File: config.mk
export PLATFORM = sky130hd
export DESIGN_NAME = esm_emergency_stop_monitor
export DESIGN_NICKNAME = d
export VERILOG_FILES = /design/src/esm_sync2.v /design/src/esm_cycle_tick.v /design/src/esm_emergency_stop_monitor.v
export VERILOG_INCLUDE_DIRS = /design/src
export SDC_FILE = /design/constraint.sdc
export NUM_CORES = 1
export LEC_CHECK = 0
export BUFFER_PORTS_ARGS = -buffer_cell sky130_fd_sc_hd__buf_2
export CAP_MARGIN = 10
export CORE_MARGIN = 2
export CORE_UTILIZATION = 35
export DETAILED_ROUTE_END_ITERATION = 6
export SYNTH_ARGS = -nofsm -noshare
export SYNTH_HDL_FRONTEND = slang
export SYNTH_SLANG_ARGS = --single-unit
File: constraint.sdc
create_clock -name sys_clk -period 6.4 [get_ports sys_clk]
set_clock_uncertainty 0.15 [all_clocks]
set_input_delay 0.32 -clock sys_clk [delete_from_list [all_inputs] [get_ports sys_clk]]
set_output_delay 0.32 -clock sys_clk [all_outputs]
set_load 0.005 [all_outputs]
File: src/esm_regs.vh
// register offsets, field positions, reset values and timing counts
// for the emergency stop monitor; included by the monitor design file only
`ifndef ESM_REGS_VH
`define ESM_REGS_VH

// register offsets (byte addresses, one aligned word each)
`define ESM_ADDR_CTRL      8'h00
`define ESM_ADDR_STATUS    8'h04
`define ESM_ADDR_IRQ_STAT  8'h08
`define ESM_ADDR_IRQ_MASK  8'h0c

// control register fields
`define ESM_CTRL_ACTIVATE  0
`define ESM_CTRL_STARTUP   1
`define ESM_CTRL_RELEASE   2
`define ESM_CTRL_RESET     3'h0

// status register fields
`define ESM_STAT_READY     16
`define ESM_STAT_ENABLE    17
`define ESM_STAT_ERROR     18
`define ESM_STAT_STOP      19
`define ESM_STAT_RESET     20

// interrupt status and mask fields
`define ESM_IRQ_ERROR      0
`define ESM_IRQ_DROP       1
`define ESM_IRQ_RAISE      2
`define ESM_IRQ_RESET      3'h0

// diagnostic codes per state
`define ESM_CODE_IDLE      16'h0000
`define ESM_CODE_INIT      16'h8001
`define ESM_CODE_WAIT_REQ1 16'h8002
`define ESM_CODE_WAIT_RST1 16'h8003
`define ESM_CODE_ENABLE    16'h8000
`define ESM_CODE_WAIT_REQ2 16'h8004
`define ESM_CODE_WAIT_RST2 16'h8005
`define ESM_CODE_RST_ERR1  16'hc001
`define ESM_CODE_RST_ERR2  16'hc002

// execution cycle timing
`define ESM_CLK_PERIOD_NS  8
`define ESM_EXEC_CYCLE_NS  1000
`define ESM_EXEC_DIV \
  ((`ESM_EXEC_CYCLE_NS + `ESM_CLK_PERIOD_NS - 1) / `ESM_CLK_PERIOD_NS)

`endif

File: src/esm_sync2.v
// two flip-flop synchroniser for a group of pin inputs
// assumes the inputs are asynchronous levels, not pulses
`timescale 1ns/10ps
module esm_sync2 #(
  parameter W = 2
) (
  // clock and reset
  input  wire         sys_clk,
  input  wire         rst_n,
  // levels
  input  wire [W-1:0] async_in,
  output wire [W-1:0] sync_out
);

  reg [W-1:0] meta_reg;
  reg [W-1:0] sync_reg;

  // first stage feeds only the second
  always @(posedge sys_clk or negedge rst_n) begin
    if (!rst_n) begin
      meta_reg <= {W{1'b0}};
      sync_reg <= {W{1'b0}};
    end else begin
      meta_reg <= async_in;
      sync_reg <= meta_reg;
    end
  end

  assign sync_out = sync_reg;

endmodule // esm_sync2

File: src/esm_cycle_tick.v
// execution cycle divider: one-cycle tick every DIV clocks
// assumes DIV is at least 1
`timescale 1ns/10ps
module esm_cycle_tick #(
  parameter        DIV = 125
) (
  // clock and reset
  input  wire      sys_clk,
  input  wire      rst_n,
  // execution cycle pulse
  output wire      tick
);

  reg  [15:0] cnt_reg;
  wire        wrap;

  assign wrap = (cnt_reg == DIV[15:0] - 16'h0001);

  // free-running count, wraps at DIV
  always @(posedge sys_clk or negedge rst_n) begin
    if (!rst_n) begin
      cnt_reg <= 16'h0000;
    end else if (wrap) begin
      cnt_reg <= 16'h0000;
    end else begin
      cnt_reg <= cnt_reg + 16'h0001;
    end
  end

  assign tick = wrap;

endmodule // esm_cycle_tick

File: src/esm_emergency_stop_monitor.v
// emergency stop monitor: safety state machine with register port
// assumes stop and confirm-reset pins are asynchronous to sys_clk and
// that software sets activate and the confirm options via ctrl.
`timescale 1ns/10ps
`include "esm_regs.vh"
module esm_emergency_stop_monitor #(
  parameter EXEC_DIV = `ESM_EXEC_DIV
) (
  // clock and reset
  input  wire        sys_clk,
  input  wire        rst_n,
  // register port
  input  wire [7:0]  reg_addr,
  input  wire [31:0] reg_wdata,
  input  wire        reg_wr,
  input  wire        reg_rd,
  output wire [31:0] reg_rdata,
  // emergency stop button and operator reset pins
  input  wire        stop_request_in,
  input  wire        confirm_reset_in,
  // safety outputs
  output wire        safety_enable_out,
  output wire        ready_out,
  output wire        error_out,
  output wire [15:0] diagnostic_code,
  // interrupt
  output wire        irq_out
);

  // one-hot states
  localparam [8:0] ST_IDLE      = 9'h001;
  localparam [8:0] ST_INIT      = 9'h002;
  localparam [8:0] ST_WAIT_REQ1 = 9'h004;
  localparam [8:0] ST_WAIT_RST1 = 9'h008;
  localparam [8:0] ST_ENABLE    = 9'h010;
  localparam [8:0] ST_WAIT_REQ2 = 9'h020;
  localparam [8:0] ST_WAIT_RST2 = 9'h040;
  localparam [8:0] ST_RST_ERR1  = 9'h080;
  localparam [8:0] ST_RST_ERR2  = 9'h100;

  // diagnostic code of a state
  function [15:0] state_code;
    input [8:0] st;
    begin
      case (st)
        ST_INIT:      state_code = `ESM_CODE_INIT;
        ST_WAIT_REQ1: state_code = `ESM_CODE_WAIT_REQ1;
        ST_WAIT_RST1: state_code = `ESM_CODE_WAIT_RST1;
        ST_ENABLE:    state_code = `ESM_CODE_ENABLE;
        ST_WAIT_REQ2: state_code = `ESM_CODE_WAIT_REQ2;
        ST_WAIT_RST2: state_code = `ESM_CODE_WAIT_RST2;
        ST_RST_ERR1:  state_code = `ESM_CODE_RST_ERR1;
        ST_RST_ERR2:  state_code = `ESM_CODE_RST_ERR2;
        default:      state_code = `ESM_CODE_IDLE;
      endcase
    end
  endfunction

  // true for the two reset error states
  function is_error;
    input [8:0] st;
    begin
      is_error = (st == ST_RST_ERR1) || (st == ST_RST_ERR2);
    end
  endfunction

  reg  [2:0]  ctrl_reg;
  reg  [2:0]  irq_stat_reg;
  reg  [2:0]  irq_stat_next;
  reg  [2:0]  irq_mask_reg;
  reg  [31:0] rdata_reg;
  reg  [31:0] rdata_next;
  reg  [8:0]  state_reg;
  reg  [8:0]  state_next;
  reg  [15:0] diag_reg;
  reg         ready_reg;
  reg         error_reg;
  reg         en_reg;
  reg         rst_prev_reg;
  reg         out_prev_reg;
  wire [1:0]  pins_s;
  wire        stop_ok;
  wire        rst_lvl;
  wire        rst_rise;
  wire        tick;
  wire        activate;
  wire        startup_auto;
  wire        release_auto;
  wire        enable_now;
  wire        ev_error;
  wire        ev_drop;
  wire        ev_raise;
  wire        stat_rd;

  // pin inputs cross into sys_clk
  esm_sync2 #(
    .W        (2)
  ) u_sync (
    .sys_clk  (sys_clk),
    .rst_n    (rst_n),
    .async_in ({confirm_reset_in, stop_request_in}),
    .sync_out (pins_s)
  );

  // execution cycle enable
  esm_cycle_tick #(
    .DIV      (EXEC_DIV)
  ) u_tick (
    .sys_clk  (sys_clk),
    .rst_n    (rst_n),
    .tick     (tick)
  );

  assign stop_ok      = pins_s[0];   // high: no demand
  assign rst_lvl      = pins_s[1];
  assign activate     = ctrl_reg[`ESM_CTRL_ACTIVATE];
  assign startup_auto = ctrl_reg[`ESM_CTRL_STARTUP];
  assign release_auto = ctrl_reg[`ESM_CTRL_RELEASE];

  // rising edge against the level seen last execution cycle
  assign rst_rise = rst_lvl & ~rst_prev_reg;

  // reset level held from the previous execution cycle
  always @(posedge sys_clk or negedge rst_n) begin
    if (!rst_n) begin
      rst_prev_reg <= 1'b0;
    end else if (tick) begin
      rst_prev_reg <= rst_lvl;
    end
  end

  // next state, evaluated once per execution cycle
  always @* begin
    state_next = state_reg;
    if (!activate) begin
      state_next = ST_IDLE;
    end else begin
      case (state_reg)
        ST_IDLE: begin
          state_next = ST_INIT;
        end
        ST_INIT: begin
          if (!startup_auto) begin
            state_next = ST_WAIT_REQ1;
          end else if (stop_ok) begin
            state_next = ST_ENABLE;
          end else begin
            state_next = ST_WAIT_REQ2;
          end
        end
        ST_WAIT_REQ1: begin
          if (stop_ok) begin
            if (rst_lvl) begin
              state_next = ST_RST_ERR1;
            end else begin
              state_next = ST_WAIT_RST1;
            end
          end
        end
        ST_WAIT_RST1: begin
          if (!stop_ok) begin
            state_next = ST_WAIT_REQ1;
          end else if (rst_rise) begin
            state_next = ST_ENABLE;
          end
        end
        ST_ENABLE: begin
          if (!stop_ok) begin
            state_next = ST_WAIT_REQ2;
          end
        end
        ST_WAIT_REQ2: begin
          if (stop_ok) begin
            if (release_auto) begin
              state_next = ST_ENABLE;
            end else if (rst_lvl) begin
              state_next = ST_RST_ERR2;
            end else begin
              state_next = ST_WAIT_RST2;
            end
          end
        end
        ST_WAIT_RST2: begin
          if (!stop_ok) begin
            state_next = ST_WAIT_REQ2;
          end else if (rst_rise) begin
            state_next = ST_ENABLE;
          end
        end
        ST_RST_ERR1: begin
          if (!rst_lvl) begin
            state_next = ST_WAIT_REQ1;
          end
        end
        ST_RST_ERR2: begin
          if (!rst_lvl) begin
            state_next = ST_WAIT_REQ2;
          end
        end
        default: begin
          state_next = ST_IDLE;
        end
      endcase
    end
  end

  // state and registered outputs, all low in idle
  always @(posedge sys_clk or negedge rst_n) begin
    if (!rst_n) begin
      state_reg <= ST_IDLE;
      diag_reg  <= `ESM_CODE_IDLE;
      ready_reg <= 1'b0;
      error_reg <= 1'b0;
      en_reg    <= 1'b0;
    end else if (tick) begin
      state_reg <= state_next;
      diag_reg  <= state_code(state_next);
      ready_reg <= (state_next != ST_IDLE);
      error_reg <= is_error(state_next);
      en_reg    <= (state_next == ST_ENABLE);
    end
  end

  // enable gated by the live request level, no cycle wait
  assign enable_now        = en_reg & stop_ok;
  assign safety_enable_out = enable_now;
  assign ready_out         = ready_reg;
  assign error_out         = error_reg;
  assign diagnostic_code   = diag_reg;

  // previous output level for edge events
  always @(posedge sys_clk or negedge rst_n) begin
    if (!rst_n) begin
      out_prev_reg <= 1'b0;
    end else begin
      out_prev_reg <= enable_now;
    end
  end

  // interrupt events
  assign ev_error = tick & is_error(state_next) & ~is_error(state_reg);
  assign ev_drop  = out_prev_reg & ~enable_now;
  assign ev_raise = ~out_prev_reg & enable_now;
  assign stat_rd  = reg_rd & (reg_addr == `ESM_ADDR_IRQ_STAT);

  // sticky status: read clears, a new event wins
  always @* begin
    irq_stat_next = irq_stat_reg;
    if (stat_rd) begin
      irq_stat_next = `ESM_IRQ_RESET;
    end
    irq_stat_next[`ESM_IRQ_ERROR] = irq_stat_next[`ESM_IRQ_ERROR] | ev_error;
    irq_stat_next[`ESM_IRQ_DROP]  = irq_stat_next[`ESM_IRQ_DROP] | ev_drop;
    irq_stat_next[`ESM_IRQ_RAISE] = irq_stat_next[`ESM_IRQ_RAISE] | ev_raise;
  end

  // control, mask and interrupt status registers
  always @(posedge sys_clk or negedge rst_n) begin
    if (!rst_n) begin
      ctrl_reg     <= `ESM_CTRL_RESET;
      irq_mask_reg <= `ESM_IRQ_RESET;
      irq_stat_reg <= `ESM_IRQ_RESET;
    end else begin
      irq_stat_reg <= irq_stat_next;
      if (reg_wr && reg_addr == `ESM_ADDR_CTRL) begin
        ctrl_reg <= reg_wdata[2:0];
      end
      if (reg_wr && reg_addr == `ESM_ADDR_IRQ_MASK) begin
        irq_mask_reg <= reg_wdata[2:0];
      end
    end
  end

  assign irq_out = |(irq_stat_reg & irq_mask_reg);

  // read mux; unmapped offsets read zero
  always @* begin
    rdata_next = 32'h0000_0000;
    if (reg_rd) begin
      case (reg_addr)
        `ESM_ADDR_CTRL: begin
          rdata_next[2:0] = ctrl_reg;
        end
        `ESM_ADDR_STATUS: begin
          rdata_next[15:0]             = diag_reg;
          rdata_next[`ESM_STAT_READY]  = ready_reg;
          rdata_next[`ESM_STAT_ENABLE] = enable_now;
          rdata_next[`ESM_STAT_ERROR]  = error_reg;
          rdata_next[`ESM_STAT_STOP]   = stop_ok;
          rdata_next[`ESM_STAT_RESET]  = rst_lvl;
        end
        `ESM_ADDR_IRQ_STAT: begin
          rdata_next[2:0] = irq_stat_reg;
        end
        `ESM_ADDR_IRQ_MASK: begin
          rdata_next[2:0] = irq_mask_reg;
        end
        default: begin
          rdata_next = 32'h0000_0000;
        end
      endcase
    end
  end

  // read data stands one cycle after the strobe only
  always @(posedge sys_clk or negedge rst_n) begin
    if (!rst_n) begin
      rdata_reg <= 32'h0000_0000;
    end else begin
      rdata_reg <= rdata_next;
    end
  end

  assign reg_rdata = rdata_reg;

endmodule // esm_emergency_stop_monitor

==> flow_metrics.py <==
metrics = {
    "floorplan": {
        "die_h_um": 99.0,
        "core-area_mm2": 0.00872,
        "initial_core_util": 0.362,
        "std_cell_rows": 34,
        "io_pins": 98,
        "fp.dieArea_mm2": 0.00979,
        "die-width_um": 99.0,
    },
    "global_route": {
        "antenna_found_initial": 0,
        "track_usage": 0.143,
        "grt_pass1_wl_mm": 11.1,
        "first_global_vias": 2263,
        "grt_max_degree": 59,
        "overflow": 0,
    },
    "synthesis": {
        "synth_top_area_share": 0.452,
        "async_reset_ff_frac": 1.00,
        "synthTopCellsByArea": "dfrtp_1 (45%), buf_4 (7.9%), nand2_1 (4.3%)",
        "ys_ff_latch": 58,
        "ys_dominant_reg_cell": "dfrtp_1",
        "avgSynthCellArea_um2": 9.95,
        "ys.warnings.count": 0,
        "synth_area_mm2": 0.00316,
        "synthDistinctLibCells": 56,
        "synth.yosys.seq_area_share": 0.460,
        "synth_top_area_cell": "dfrtp_1",
        "synthTopCellsByCount": "dfrtp_1 (57), nand2_1 (36), buf_4 (33), nor2_1 (21), nand4_1 (13)",
        "synth_most_common_cell": "dfrtp_1",
        "syn_inst": 317,
        "synth_edf_count": 0,
    },
    "layout": {
        "syn_to_final_growth_pct": 12.1,
        "largest_reg_flops": 16,
        "stdcell_count": 466,
        "design_area_mm2": 0.00354,
        "diodes": 0,
        "final_nets": 401,
        "postLayoutCoreUtil": 0.406,
        "drive_above_1_share": 0.198,
    },
    "sta": {
        "fmax_mhz": 360,
        "finalCriticalPeriod_ps": 2770,
        "finalMaxSlewViolations": 0,
        "whs_ps": 80.3,
        "finalHoldViolations": 0,
        "fin_crit_sh": 0.433,
        "worst_pin_slew_ps": 827,
        "rsz0062_at_grt": "no",
        "finalSetupViolations": 0,
        "max-slew-margin-rel": 0.446,
        "fin_setup_tns_ps": 0,
    },
    "power": {
        "vdd_ir_drop_max_mv": 0.121,
        "power.density_mw_per_mm2": 221,
        "p_leak_nw": 1.69,
    },
    "worst_setup_path": {
        "crit_type": "reg2reg",
        "cp-start-kind": "flip-flop",
        "slowest_stage": "nand4bb_1",
        "cp.required_ps": 6530,
        "crit_chain": "inv_1 -> ha_1 -> or3b_4 -> nand4bb_1 -> a31oi_1 -> o211ai_1 -> nand2_1",
        "slowest_delay_ps": 760,
        "arrival_ps": 2900,
        "setup.worst_path.end_class": "flip-flop",
        "path_max_fanout": 18,
    },
    "route": {
        "route.vias.total": 2351,
        "wl_mm": 6.72,
        "drt_first_pass_iters": 4,
        "drt_iter0_drc": 105,
        "postRouteAntennaNets": 0,
        "avgRoutedWirePerCell_um": 14.4,
        "viasPerCell": 5.05,
        "route.detailed.drc": 0,
    },
    "cts": {
        "cts_tree": "built",
        "cts_made_buffers": 9,
        "worst_skew_pair.late_latency_ps": 340,
        "cts-root-buf": "clkbuf_8",
        "cts_resized": 0,
        "cts_max_path_buffers": 2,
        "cts.sinks": 58,
        "clk_pin_slew_ps": 70,
        "cts_setup_buffers": 0,
        "cts_hold_buf": 3,
        "h-tree-depth": 3,
    },
    "place": {
        "placed_area_mm2": 0.00329,
        "gp_congestion": 0.898,
        "port-buffer-count": 35,
        "dp_hpwl_mm": 4.65,
        "dp_cells": 447,
    },
    "outcome": {
        "outcome": "finished, final reports clean",
    },
    "hold_path": {
        "worstHoldPathType": "in2reg",
    },
    "run": {
        "maxCapViolCount": 0,
    },
}
-- layer usage --
metal,global-route usage,share of wire
met5,0,0
met4,0.0674,0.026
met3,0.0475,0.061
met2,0.210,0.45
met1,0.192,0.46
-- worst max-delay path: cells and delay by family, from the launching register on --
family                   cells  cell delay, ps
AND/OR/NAND/NOR              3            1250
AO/OA/AOI/OAI                2             680
flip-flops                   1             420
adder cells (fa/ha/maj)      1             140
buffers and inverters        1              80
-- cells by family (layout without fill, tap and decap cells) --
family | Yosys count | count (layout) | synth area share
fa+ha+maj | 2 | 2 | 0.00793
flops | 58 | 58 | 0.460
compound gates | 46 | 46 | 0.100
buf+inv | 54 | 63 | 0.106
simple gates | 128 | 128 | 0.236
mux | 10 | 10 | 0.0385
xor+xnor | 18 | 18 | 0.0500
other cells | 1 | 33 | 0.00119
-- metrics by stage --
stage | total power [mW] | worst slack, ps
detailed placement | 0.413 | 3550
global placement | 0.412 | 3580
finish | 0.783 | 3630
global route | 0.816 | 3350
CTS | 0.797 | 3550
floorplan | 0.409 | 4400
-- layout make-up --
type / count / area, µm²
clock buffers: 11 / 141
clock inverters: 5 / 77.6
fillers: 858 / 5180
inverters: 8 / 30.0
multi-input cells: 237 / 1490
flip-flops and latches: 58 / 1450
well taps: 108 / 135
repair buffers: 39 / 213
-- worst paths after layout --
path                                    startpoint                  to  slack [ps]  cells after the start
worst max-delay path             u_tick.cnt_reg[0]           error_out        3630                      7
worst min-delay path                  reg_wdata[0]         ctrl_reg[0]          80                      2
min in group asynchronous                    rst_n        out_prev_reg         510                      3
max in group asynchronous                    rst_n        state_reg[5]        5100                      3
worst min register to register  u_sync.meta_reg[1]  u_sync.sync_out[1]         200                      0
worst max register to register   u_tick.cnt_reg[0]           error_out        3630                      7
-- power by group --
| part | internal (mW) | total (mW) | switching, mW |
|---|---|---|---|
| combinational | 0.0111 | 0.0308 | 0.0198 |
| sequential | 0.371 | 0.376 | 0.00534 |
| clock | 0.229 | 0.376 | 0.148 |
-- cells in the final DEF (no fill, tap or decap), types with 3 or more instances in the layout --
| cell | count |
|---|---|
| a221oi_1 | 3 |
| a31oi_1 | 3 |
| and2_1 | 11 |
| and3_1 | 4 |
| buf_2 | 35 |
| clkbuf_8 | 10 |
| conb_1 | 33 |
| dfrtp_1 | 57 |
| dlygate4sd3_1 | 3 |
| inv_1 | 8 |
| mux2_2 | 7 |
| nand2_1 | 36 |
| nand3_1 | 7 |
| nand4_1 | 13 |
| nand4b_1 | 4 |
| nor2_1 | 21 |
| nor2b_1 | 5 |
| nor3_1 | 4 |
| nor3_2 | 3 |
| o2111ai_1 | 4 |
| o211ai_1 | 3 |
| o21ai_0 | 10 |
| o21ai_1 | 5 |
| o22ai_1 | 3 |
| o31ai_1 | 3 |
| xnor2_1 | 9 |
| xor2_1 | 9 |
Note: power is estimated with default switching activity, not from simulation.
